$ cat config.mk
export PLATFORM = sky130hd
export DESIGN_NAME = scfg_latches
export DESIGN_NICKNAME = d
export VERILOG_FILES = /design/src/design/scfg_pkg.sv /design/src/design/scfg_latches.sv
export SDC_FILE = /design/constraint.sdc
export NUM_CORES = 1
export LEC_CHECK = 0
export ABC_AREA = 1
export BUFFER_PORTS_ARGS = -buffer_cell sky130_fd_sc_hd__buf_2
export CAP_MARGIN = 20
export CORE_UTILIZATION = 35
export CTS_CLUSTER_SIZE = 20
export DETAILED_ROUTE_END_ITERATION = 8
export GPL_TIMING_DRIVEN = 0
export PLACE_DENSITY_LB_ADDON = 0.2
export SLEW_MARGIN = 15
export SYNTH_ARGS = -nofsm -noshare
export SYNTH_HDL_FRONTEND = slang
export SYNTH_SLANG_ARGS = --single-unit
export TNS_END_PERCENT = 5
$ cat constraint.sdc
create_clock -name mclk -period 1.1 [get_ports mclk]
set_input_delay 0.055 -clock mclk [delete_from_list [all_inputs] [get_ports mclk]]
set_output_delay 0.055 -clock mclk [all_outputs]
set_load 0.1 [all_outputs]
$ cat src/design/scfg_pkg.sv
// Package of field positions, select codes and timing constants for the synthesizer config block.
package scfg_pkg;
    localparam int WORD_W = 24;
    localparam int CNT_W = 5;
    // Destination select codes in the two low bits.
    localparam logic [1:0] SEL_CONTROL = 2'h0;
    localparam logic [1:0] SEL_REFDIV = 2'h1;
    localparam logic [1:0] SEL_FBDIV = 2'h2;
    localparam logic [1:0] SEL_TEST = 2'h3;
    // Control word fields.
    localparam int CW_PRESC_HI = 23;
    localparam int CW_PRESC_LO = 22;
    localparam int CW_PD_MODE = 21;
    localparam int CW_PD_REQ = 20;
    localparam int CW_CUR2_HI = 19;
    localparam int CW_CUR2_LO = 17;
    localparam int CW_CUR1_HI = 16;
    localparam int CW_CUR1_LO = 14;
    localparam int CW_PWR_HI = 13;
    localparam int CW_PWR_LO = 12;
    localparam int CW_MUTE = 11;
    localparam int CW_GAIN = 10;
    localparam int CW_TRI = 9;
    localparam int CW_POL = 8;
    localparam int CW_MUX_HI = 7;
    localparam int CW_MUX_LO = 5;
    localparam int CW_DRST = 4;
    localparam int CW_CORE_HI = 3;
    localparam int CW_CORE_LO = 2;
    // Feedback divider word fields.
    localparam int FW_HALVSEL = 23;
    localparam int FW_HALVEN = 22;
    localparam int FW_GAIN = 21;
    localparam int FW_MAIN_HI = 20;
    localparam int FW_MAIN_LO = 8;
    localparam int FW_SWAL_HI = 6;
    localparam int FW_SWAL_LO = 2;
    // Reference divider word fields.
    localparam int RW_BAND_HI = 21;
    localparam int RW_BAND_LO = 20;
    localparam int RW_TEST = 19;
    localparam int RW_LOCKP = 18;
    localparam int RW_BKL_HI = 17;
    localparam int RW_BKL_LO = 16;
    localparam int RW_DIV_HI = 15;
    localparam int RW_DIV_LO = 2;
    // Reference edges counted before a synchronous power-down takes effect.
    localparam logic [1:0] SYNC_PD_EDGES = 2'h2;
    localparam logic [WORD_W-1:0] WORD_RESET = 24'h000000;
    typedef enum logic [1:0] {PD_OFF, PD_WAIT_REF, PD_ON} scfg_pd_t;
endpackage

$ cat src/design/scfg_latches.sv
// Serial word capture, three configuration words and power-down control.
// Contract
// Shift 24 bits MSB first; load on strobe rise.
// Two low bits choose destination word.
// Select 00 updates the control word.
// Control bits 23..22 select prescaler modulus.
// Control word field layout as specified.
// Control bit 21 mode, bit 20 request.
// Request with mode 0: immediate power-down.
// Mode 1: power-down on second reference edge.
// Chip-enable low disables at once.
// Power-down loads counters, three-states, clears lock.
// Shifting and latching continue in power-down.
// Host writes reference, control, then feedback.
// Control word write powers up bias.
// Host waits settling before feedback word.
// Unchanged feedback word resumes prior band.
// Host avoids feedback change during power-down.
// Feedback divider word field layout.
// Reference divider word field layout.
// Programmed power-down holds until cleared.
// Pump gain follows latest loaded value.
module scfg_latches
    import scfg_pkg::*;
(
    input wire logic mclk, // System clock, 10 MHz.
    input wire logic sys_rst, // Synchronous reset, active high.
    input wire logic serClk, // Serial clock, sampled.
    input wire logic serData, // Serial data.
    input wire logic loadStrobe, // Load strobe, sampled.
    input wire logic chipEnable, // Chip enable, low disables.
    input wire logic refDivOut, // Reference divider output, sampled.
    output logic [1:0] prescalerSelect, // Prescaler modulus.
    output logic [2:0] pumpCurrentTwo, // Current setting two.
    output logic [2:0] pumpCurrentOne, // Current setting one.
    output logic [1:0] outputPowerLevel, // Output power level.
    output logic muteUntilLock, // Mute until lock.
    output logic pumpGainSelect, // Latest pump gain select.
    output logic pumpThreeState, // Pump three-state incl. power-down.
    output logic detectorPolarity, // Detector polarity.
    output logic [2:0] outputMuxSelect, // Output mux select.
    output logic dividerReset, // Counter load state incl. power-down.
    output logic [1:0] coreCurrent, // Core current.
    output logic halvedPrescalerInput, // Divided output feeds prescaler.
    output logic outputHalvingEnable, // Output halving.
    output logic [12:0] mainCount, // Main count.
    output logic [4:0] swallowCount, // Swallow count.
    output logic [1:0] bandClockDivider, // Band clock divider.
    output logic testEnableBit, // Test enable.
    output logic lockPrecision, // Lock precision.
    output logic [1:0] backlashWidth, // Backlash pulse width.
    output logic [13:0] refDivide, // Reference divide ratio.
    output logic biasOn, // Bias circuits powered.
    output logic powerDown, // Any power-down active.
    output logic lockDetectClear, // Clears digital lock detect.
    output logic outputsHighZ, // RF outputs high impedance.
    output logic refBufferOff, // Reference buffer disabled.
    output logic bandSelectStart // Pulse: feedback word loaded.
);
    import scfg_pkg::*;

    typedef struct packed {
        logic [WORD_W-1:0] shift;
        logic clkPrev;
        logic lePrev;
        logic refPrev;
        logic [WORD_W-1:0] ctrl;
        logic [WORD_W-1:0] fb;
        logic [WORD_W-1:0] refWord;
        logic gain;
        logic bias;
        scfg_pd_t pd;
        logic [1:0] refEdges;
        logic bandPulse;
    } scfg_state_t;

    scfg_state_t st_r, st_nxt;
    logic serRise, leRise, refRise, hwOff, pdAny;
    logic [WORD_W-1:0] newWord;

    always_comb begin
        st_nxt = st_r;
        serRise = serClk && !st_r.clkPrev;
        leRise = loadStrobe && !st_r.lePrev;
        refRise = refDivOut && !st_r.refPrev;
        newWord = st_r.shift;
        st_nxt.clkPrev = serClk;
        st_nxt.lePrev = loadStrobe;
        st_nxt.refPrev = refDivOut;
        st_nxt.bandPulse = 1'b0;
        // Shifting runs regardless of power state.
        if (serRise) begin
            st_nxt.shift = {st_r.shift[WORD_W-2:0], serData};
        end
        // Synchronous power-down counts reference edges after the strobe.
        if (st_r.pd == PD_WAIT_REF && refRise) begin
            st_nxt.refEdges = st_r.refEdges + 2'h1;
            if (st_r.refEdges + 2'h1 == SYNC_PD_EDGES) begin
                st_nxt.pd = PD_ON;
            end
        end
        if (leRise) begin
            case (newWord[1:0])
                SEL_CONTROL: begin
                    st_nxt.ctrl = newWord;
                    st_nxt.gain = newWord[CW_GAIN];
                    st_nxt.bias = 1'b1;
                    st_nxt.refEdges = 2'h0;
                    if (!newWord[CW_PD_REQ]) begin
                        st_nxt.pd = PD_OFF;
                    end else if (!newWord[CW_PD_MODE]) begin
                        st_nxt.pd = PD_ON;
                    end else if (st_r.pd != PD_ON) begin
                        st_nxt.pd = PD_WAIT_REF;
                    end
                end
                SEL_REFDIV: st_nxt.refWord = newWord;
                SEL_FBDIV: begin
                    st_nxt.fb = newWord;
                    st_nxt.gain = newWord[FW_GAIN];
                    st_nxt.bandPulse = 1'b1;
                end
                SEL_TEST: ; // Factory word is ignored.
                default: ;
            endcase
        end
    end

    always_ff @(posedge mclk) begin
        if (sys_rst) begin
            st_r <= '{shift: WORD_RESET, clkPrev: 1'b0, lePrev: 1'b0, refPrev: 1'b0,
                      ctrl: WORD_RESET, fb: WORD_RESET, refWord: WORD_RESET, gain: 1'b0,
                      bias: 1'b0, pd: PD_OFF, refEdges: 2'h0, bandPulse: 1'b0};
        end else begin
            st_r <= st_nxt;
        end
    end

    // Band selection is held in the stored feedback word, so it survives power-down.
    assign hwOff = !chipEnable;
    assign pdAny = hwOff || st_r.pd == PD_ON || !st_r.bias;
    assign powerDown = pdAny;
    assign biasOn = st_r.bias && !pdAny;
    assign prescalerSelect = st_r.ctrl[CW_PRESC_HI:CW_PRESC_LO];
    assign pumpCurrentTwo = st_r.ctrl[CW_CUR2_HI:CW_CUR2_LO];
    assign pumpCurrentOne = st_r.ctrl[CW_CUR1_HI:CW_CUR1_LO];
    assign outputPowerLevel = st_r.ctrl[CW_PWR_HI:CW_PWR_LO];
    assign muteUntilLock = st_r.ctrl[CW_MUTE];
    assign pumpGainSelect = st_r.gain;
    assign detectorPolarity = st_r.ctrl[CW_POL];
    assign outputMuxSelect = st_r.ctrl[CW_MUX_HI:CW_MUX_LO];
    assign coreCurrent = st_r.ctrl[CW_CORE_HI:CW_CORE_LO];
    // Power-down overrides the programmed three-state and reset bits.
    assign pumpThreeState = st_r.ctrl[CW_TRI] || pdAny;
    assign dividerReset = st_r.ctrl[CW_DRST] || pdAny;
    assign lockDetectClear = pdAny;
    assign outputsHighZ = pdAny;
    assign refBufferOff = pdAny;
    assign halvedPrescalerInput = st_r.fb[FW_HALVSEL];
    assign outputHalvingEnable = st_r.fb[FW_HALVEN];
    assign mainCount = st_r.fb[FW_MAIN_HI:FW_MAIN_LO];
    assign swallowCount = st_r.fb[FW_SWAL_HI:FW_SWAL_LO];
    assign bandClockDivider = st_r.refWord[RW_BAND_HI:RW_BAND_LO];
    assign testEnableBit = st_r.refWord[RW_TEST];
    assign lockPrecision = st_r.refWord[RW_LOCKP];
    assign backlashWidth = st_r.refWord[RW_BKL_HI:RW_BKL_LO];
    assign refDivide = st_r.refWord[RW_DIV_HI:RW_DIV_LO];
    assign bandSelectStart = st_r.bandPulse;
endmodule

After elaboration in Yosys (flattened, before gate mapping):

Cells that the tools add are included.

* input bits: 7
* register bits after elaboration: 106

* reductions and logical operators: 22
* multiplexer cells: 9
* equality and inequality tests: 6
* $add $sub $neg: 1
* bitwise gates (word level): 1

Operators with widths (count)
* two-way mux 2 bit: 4
* two-way mux 4 bit: 2
* AND reduction 2 bit: 4
* equality test 2 bit, second input constant: 3
* logical NOT 1 bit: 6
* logical AND 1 bit: 5
* two-way mux 5 bit: 1
* equality test 2 x 1 -> 1 bit, second input constant: 2
* logical OR 1 bit: 4
* adder 2 x 1 -> 2 bit, second input constant: 1
* logical NOT 2 bit: 1
* != test 2 bit, second input constant: 1
* one-hot mux 1 bit (2 select lines): 1
* nonzero test 2 bit: 1
* OR reduction 2 bit: 1
* two-way mux 1 bit: 1
* NOT 1 bit: 1

Depth between registers and ports, before layout:

Gate-level depths: netlist (run 1).

* word-level depth: 9
* gate-level depth with buffers: 7
* mapped depth without buffers: 7

Worst setup path after synthesis (run 1):

Ideal clock, no wire load.

* kind: reg2out
* start point: register st_r[3] in the netlist's numbering
* end point: output biasOn
* stages on the path, launching flop included: 5
* setup slack: -1253 ps
* arrival: 2298 ps
* required time: 1045 ps
* path through: dfxtp_1 -> inv_1 -> nand2_1 -> nand3_1 -> inv_1

* cells in the longest elaborated chain, start to end: 5

RTL lines
* start: declaration: RTL line scfg_latches.sv:77 `scfg_state_t st_r, st_nxt;`
* start signal: assignment: RTL line scfg_latches.sv:131 `st_r <= '{shift: WORD_RESET, clkPrev: 1'b0, lePrev: 1'b0, refPrev: 1'b0,`
* start signal: assignment: RTL line scfg_latches.sv:135 `st_r <= st_nxt;`
* equality test 2 bit: RTL line scfg_latches.sv:141 `assign pdAny = hwOff || st_r.pd == PD_ON || !st_r.bias;`
* logical OR 1 bit (2 in a row): RTL line scfg_latches.sv:141
* net lockDetectClear: RTL line scfg_latches.sv:55 `output logic lockDetectClear,`
* logical NOT 1 bit: RTL line scfg_latches.sv:143 `assign biasOn = st_r.bias && !pdAny;`
* logical AND 1 bit: RTL line scfg_latches.sv:143
* end: declaration: RTL line scfg_latches.sv:53 `output logic biasOn,`

The timed path passes the listed nets, and every way through them passes these cells.

Worst setup path after layout (run 1):

* start point: register st_r[3] in the netlist's numbering
* end point: output pumpThreeState

* cells in the longest elaborated chain, start to end: 4

RTL lines
* equality test 2 bit: RTL line scfg_latches.sv:141
* logical OR 1 bit (2 in a row): RTL line scfg_latches.sv:141
* logical OR 1 bit: RTL line scfg_latches.sv:154 `assign pumpThreeState = st_r.ctrl[CW_TRI] || pdAny;`
* end: declaration: RTL line scfg_latches.sv:39 `output logic pumpThreeState,`

Every way passes these cells.

==> results of run 1 <==
## worst max-delay path: cells and delay by family, from the launching register on
kind                   cells  cell delay [ns]
AND/OR/NAND/NOR            3             0.42
flip-flops                 1             0.35
buffers and inverters      2             0.20
## area by class of cell
cell class | count | area share [%]
timing repair buffer | 81 | 23.7
tap | 136 | 2.97
buffer | 79 | 10.9
multi-input combinational | 297 | 24.4
clock buffer | 10 | 2.23
inverter | 19 | 1.35
sequential | 93 | 33.2
clock inverter | 6 | 1.27
## cells by family (layout without fill, tap and decap cells)
logic type / after synthesis / in the layout
simple gates: 208 / 208
buf+inv: 98 / 195
flops: 93 / 93
compound gates: 88 / 88
fa+ha+maj: 1 / 1
## report_power, final
group | leakage, nW | internal, mW | switching (mW)
sequential | 0.774 | 3.58 | 0.193
clock | 0.0971 | 1.07 | 1.24
combinational | 1.62 | 0.916 | 1.57
total | 2.49 | 5.57 | 3.01
## stage by stage
stage	utilization [%]	total power [mW]	setup WS [ns]
finish	55.0	8.58	-0.293
global route	55.0	8.97	-0.350
CTS	51.0	8.40	-0.304
detailed placement	41.8	5.73	-0.123
global placement	41.8	5.72	-0.103
floorplan	-	5.42	-0.223
## metal layers
layer  part of all wire (%)  vias up
met4                    1.4        0
met5                      0        -
li1                       -     1673
met3                    4.5       13
met2                     48       68
met1                     46     1465
## synth_stat cells
master / number / area [um^2]
a21oi_1: 5 / 25.0
buf_2: 7 / 35.0
buf_4: 57 / 428
buf_6: 8 / 90.1
clkbuf_1: 7 / 26.3
dfxtp_1: 93 / 1860
ha_1: 1 / 12.5
inv_1: 13 / 48.8
inv_2: 6 / 22.5
nand2_1: 19 / 71.3
nand2_2: 2 / 12.5
nand3_1: 4 / 20.0
nand3b_1: 2 / 15.0
nand4_1: 2 / 12.5
nor2_1: 172 / 646
nor2_2: 3 / 18.8
nor2_4: 2 / 22.5
o21ai_0: 68 / 340
o21ai_1: 15 / 75.1
or2_2: 2 / 12.5
## flip-flops by register name, indices dropped and copies added (netlist names)
name	cells
bandSelectStart	1
newWord	24
backlashWidth	2
coreCurrent	2
detectorPolarity	1
refDivide	14
st_r	10
bandClockDivider	2
pumpCurrentOne	3
mainCount	13
halvedPrescalerInput	1
outputPowerLevel	2
swallowCount	5
lockPrecision	1
muteUntilLock	1
pumpCurrentTwo	3
prescalerSelect	2
testEnableBit	1
pumpGainSelect	1
outputMuxSelect	3
outputHalvingEnable	1
## worst min path at each step
stage	start	end	slack, ns	cells after the start
floorplan	sys_rst	st_r[79]	0.13	1
global placement	refDivOut	st_r[79]	0.28	3
detailed placement	refDivOut	st_r[79]	0.28	3
CTS	serData	newWord[0]	0.03	3
global route	serData	newWord[0]	0.04	3
finish	serData	newWord[0]	0.05	3
## repair_timing
| action | CTS | global route |
|---|---|---|
| pin swaps | 3 | 8 |
| resized for setup | 208 | 152 |
| endpoints found under the hold margin | 5 | 0 |
| setup endpoints to repair | 145 | 139 |
| buffers inserted | 4 | 0 |
| hold buffers | 5 | 0 |
==> qor.csv, run 1 <==
stage,metric,value,unit
run_status,status,"finished, violations left",
run_status,violations,setup timing,
sta,max-slew-margin-rel,65.2,%
layout,layout.cells.most_common_list,"169 x nor2_1, 65 x dfxtp_1, 62 x buf_4, 57 x buf_12, 40 x o21ai_1",
die,core_area,10400,um^2
setup_path,rr_worst_depth,6,
grt,grt_pass1_wl,15100,um
logic_synthesis,yosysUniqueCellTypes,20,
layout,final_common_cell,nor2_1,
sta,finalHoldViolCount,0,
logic_synthesis,synth_top_family_by_area,simple AND/OR/NAND/NOR gates,
die,rows,37,
drt,drtIter0Drc,123,
setup_path,crit-reg2reg-launch,newWord[1],
setup_path,critPathCapture,pumpThreeState,
sta,fin_ws,-0.293,ns
placed_design,hpwl,6120,um
sta,fin_tns_setup,-1.78,ns
layout,n_antenna_cell,0,
logic_synthesis,yosysSeqAreaShare,49.0,%
die,die_width,106,um
layout,regArea,1900,um^2
die,ios,73,
setup_path,cp_slowest_stage_delay,0.35,ns
sta,rsz0062_at_grt,yes,
setup_path,path_max_fanout,5,
setup_path,crit_type,flip-flop to primary output,
grt,use_met1,22.1,%
grt,grt_usage,16.9,%
die,start_util,36.4,%
drt,num_vias,3219,
logic_synthesis,synthCells,488,
drt,drc_errors,0,
grt,grt_pass1_vias,3135,
placed_design,placedCellCount,696,
placed_design,placed_area,4350,um^2
sta,period_needed,1.39,ns
clocking,clkTransAtPathRegs,0.09,ns
grt,antenna_found_initial,0,
clocking,cts_root_buf,clkbuf_8,
sta,fmax,718,MHz
clocking,clockBufferDepth,2,
sta,report.final.slew_viol_count,0,
placed_design,gp_congestion,0.847,
min_path,worstHoldPathType,input pin to flip-flop,
layout,drive_gt1_share,40.2,%
drt,viasPerCell,4.46,
logic_synthesis,avgSynthCellArea,7.78,um^2
sta,skew,0.0128,ns
layout,design_area,5730,um^2
layout,fillers,969,
power,powerDensity,1500,nW/um^2
layout,stdcell_count,721,
setup_path,crit_chain,inv_2 > nand2_4 > nand3_4 > or2_4 > buf_12,
logic_synthesis,synth_area,3800,um^2
die,die-height,106,um
setup_path,reg2reg_setup_slack,0.01,ns
layout,area_growth,50.8,%
setup_path,timing.critical_path.from,st_r[3],
placed_design,port-buffer-count,72,
clocking,clock-sinks,93,
clocking,h-tree-depth,3,
logic_synthesis,synth_compound_gate_area_share,11.6,%
logic_synthesis,synthSimpleGateAreaFrac,21.9,%
layout,nets,588,
sta,worst_hold_slack,0.0493,ns
drt,routed_wl,9090,um
logic_synthesis,synth_mux_area_share,0,%
drt,antenna_left,0,
sta,finalSetupViolations,7,
die,dieArea,11300,um^2
setup_path,cpMaxStageDelayCell,dfxtp_2,
job,cap_violations,0,
setup_path,cp-start-kind,flip-flop,
grt,grt_overflow,0,
logic_synthesis,synthAdderAreaFrac,0.330,%
power,ir_drop,867,uV
setup_path,arrival,1.34,ns
layout,multi_input_comb_area,1400,um^2
clocking,cts_tree,done,
logic_synthesis,yosysWarningCount,0,
drt,drtPass1Iterations,5,
logic_synthesis,syn_nets,496,
power,leakagePower,2.49,nW
setup_path,timing.rr.end,mainCount[8],
grt,globalRouteMet3Util,3.92,%
sta,fin_crit_sh,127,%
drt,post_drt_wl_per_cell,12.6,um
grt,top_usage_layer,met2,
grt,use_met2,26.9,%
logic_synthesis,synthXorXnorAreaFrac,0,%
sta,tightestPinTransition,0.521,ns
clocking,clkLatencyLatePin,0.37,ns
setup_path,endpoint_kind,primary output,
clocking,numCtsBuffers,9,
grt,grt_max_degree,17,
logic_synthesis,synth-seq-cells,93,
setup_path,crit_required,1.04,ns
Power figures use the tool's default switching activity.
==> inputs of run 2 (changes only) <==
--- a/constraint.sdc
+++ b/constraint.sdc
@@ -3,2 +3,2 @@
 set_output_delay 0.055 -clock mclk [all_outputs]
-set_load 0.1 [all_outputs]
+set_load 0.02 [all_outputs]
==> qor.csv, run 2 (synthesis gave the netlist of run 1 again) <==
stage,metric,value,unit
layout,drive_gt1_share,35.7,%
grt,grt_usage,16.4,%
placed_design,port-buffer-count,72,
drt,antenna_left,0,
drt,drtPass1Iterations,6,
sta,max-slew-margin-rel,69.8,%
drt,num_vias,3160,
sta,fmax,747,MHz
drt,routed_wl,8650,um
clocking,clock-sinks,93,
setup_path,crit_chain,inv_2 > nand2_4 > nand3_4 > or2_4 > buf_6,
layout,nets,589,
placed_design,placed_area,4330,um^2
clocking,cts_root_buf,clkbuf_8,
clocking,clockBufferDepth,2,
sta,finalSetupViolations,16,
die,die_width,106,um
sta,fin_crit_sh,122,%
grt,grt_max_degree,14,
drt,drtIter0Drc,100,
sta,tightestPinTransition,0.453,ns
layout,final_common_cell,nor2_1,
setup_path,cp_slowest_stage_delay,0.34,ns
clocking,clkTransAtPathRegs,0.09,ns
sta,finalHoldViolCount,0,
job,cap_violations,0,
power,powerDensity,1530,nW/um^2
layout,stdcell_count,719,
setup_path,cpMaxStageDelayCell,dfxtp_2,
layout,layout.cells.most_common_list,"166 x nor2_1, 87 x dfxtp_1, 70 x buf_2, 58 x buf_4, 39 x o21ai_1",
clocking,numCtsBuffers,9,
setup_path,crit_required,1.04,ns
placed_design,gp_congestion,0.847,
die,start_util,36.4,%
grt,antenna_found_initial,0,
grt,grt_overflow,0,
sta,fin_ws,-0.239,ns
layout,largest_reg_flops,24,
setup_path,cp-start-kind,flip-flop,
layout,design_area,4820,um^2
clocking,cts_tree,done,
sta,rsz0062_at_grt,yes,
clocking,h-tree-depth,3,
grt,grt_pass1_vias,2896,
power,ir_drop,782,uV
layout,area_growth,26.9,%
sta,fin_tns_setup,-1.60,ns
sta,period_needed,1.34,ns
drt,drc_errors,0,
grt,grt_pass1_wl,14300,um
setup_path,endpoint_kind,primary output,
clocking,clkLatencyLatePin,0.36,ns
setup_path,arrival,1.28,ns
placed_design,dp_slack,-0.188,ns
sta,report.final.slew_viol_count,0,
run_status,status,"finished, violations left",
drt,post_drt_wl_per_cell,12.0,um
die,core_area,10400,um^2
power,leakagePower,2.29,nW
layout,n_antenna_cell,0,
sta,worst_hold_slack,0.0905,ns
setup_path,path_buf_inv,2,
setup_path,path_max_fanout,5,
die,dieArea,11300,um^2
placed_design,hpwl,6110,um
layout,post-route-util,46.2,%
min_path,worstHoldPathType,input pin to flip-flop,
power,power.total,7.38,mW
drt,viasPerCell,4.39,
placed_design,placedCellCount,696,
setup_path,critPathTopFamily,simple AND/OR/NAND/NOR gates,
setup_path,crit_type,flip-flop to primary output,
run_status,violations,setup timing,
die,rows,37,
die,die-height,106,um
die,ios,73,
sta,skew,0.0141,ns
## run 2: cell count changes in the layout (fill, tap and decap cells not counted), moves of 3 or more
cell	previous run	this run
buf_4	62	58
clkinv_4	3	0
dfxtp_2	26	4
nor2_1	169	166
buf_2	9	70
dfxtp_1	65	87
nor2_2	3	8
buf_12	57	0
## run 2: worst reg2reg max path, cell delays in order (launching register included)
cell,delay (ns)
dfxtp_4,0.38
nor2_2,0.15
nand2_2,0.09
buf_2,0.19
o21ai_1,0.18
nor2_1,0.07
## run 2: final timing paths
kind / cells past startpoint / end / start / slack [ns]
min reg2reg: 2 / st_r[2] / st_r[2] / 0.47
max reg2reg: 5 / muteUntilLock / newWord[0] / -0.07
min: 5 / pumpGainSelect / loadStrobe / 0.09
max: 5 / dividerReset / st_r[3] / -0.24
## run 2: area by class of cell
| cell class | count | area (um^2) |
|---|---|---|
| clock buffer | 11 | 141 |
| sequential | 93 | 1870 |
| timing repair buffer | 83 | 503 |
| multi-input combinational | 297 | 1380 |
| fill | 1082 | 5600 |
| tap | 136 | 170 |
| inverter | 19 | 73.8 |
| clock inverter | 2 | 60.1 |
| buffer | 78 | 609 |
## run 2: repair_timing
item	CTS	global route
endpoints found under the hold margin	6	0
buffers inserted	5	0
resized for setup	51	56
pin swaps	4	7
cloned	0	0
endpoints found under the setup margin	90	86
hold buffers	6	0
## run 2: power by group
part | internal (mW) | switching, mW
sequential | 3.57 | 0.188
clock | 1.31 | 1.12
combinational | 0.532 | 0.660
## run 2: routing by layer
layer	track usage, %	vias to the layer above	wire, um
met5	0	-	0
li1	-	1669	-
met1	21.8	1423	4230
met2	26.0	58	3990
met4	7.24	0	130
met3	2.82	10	302
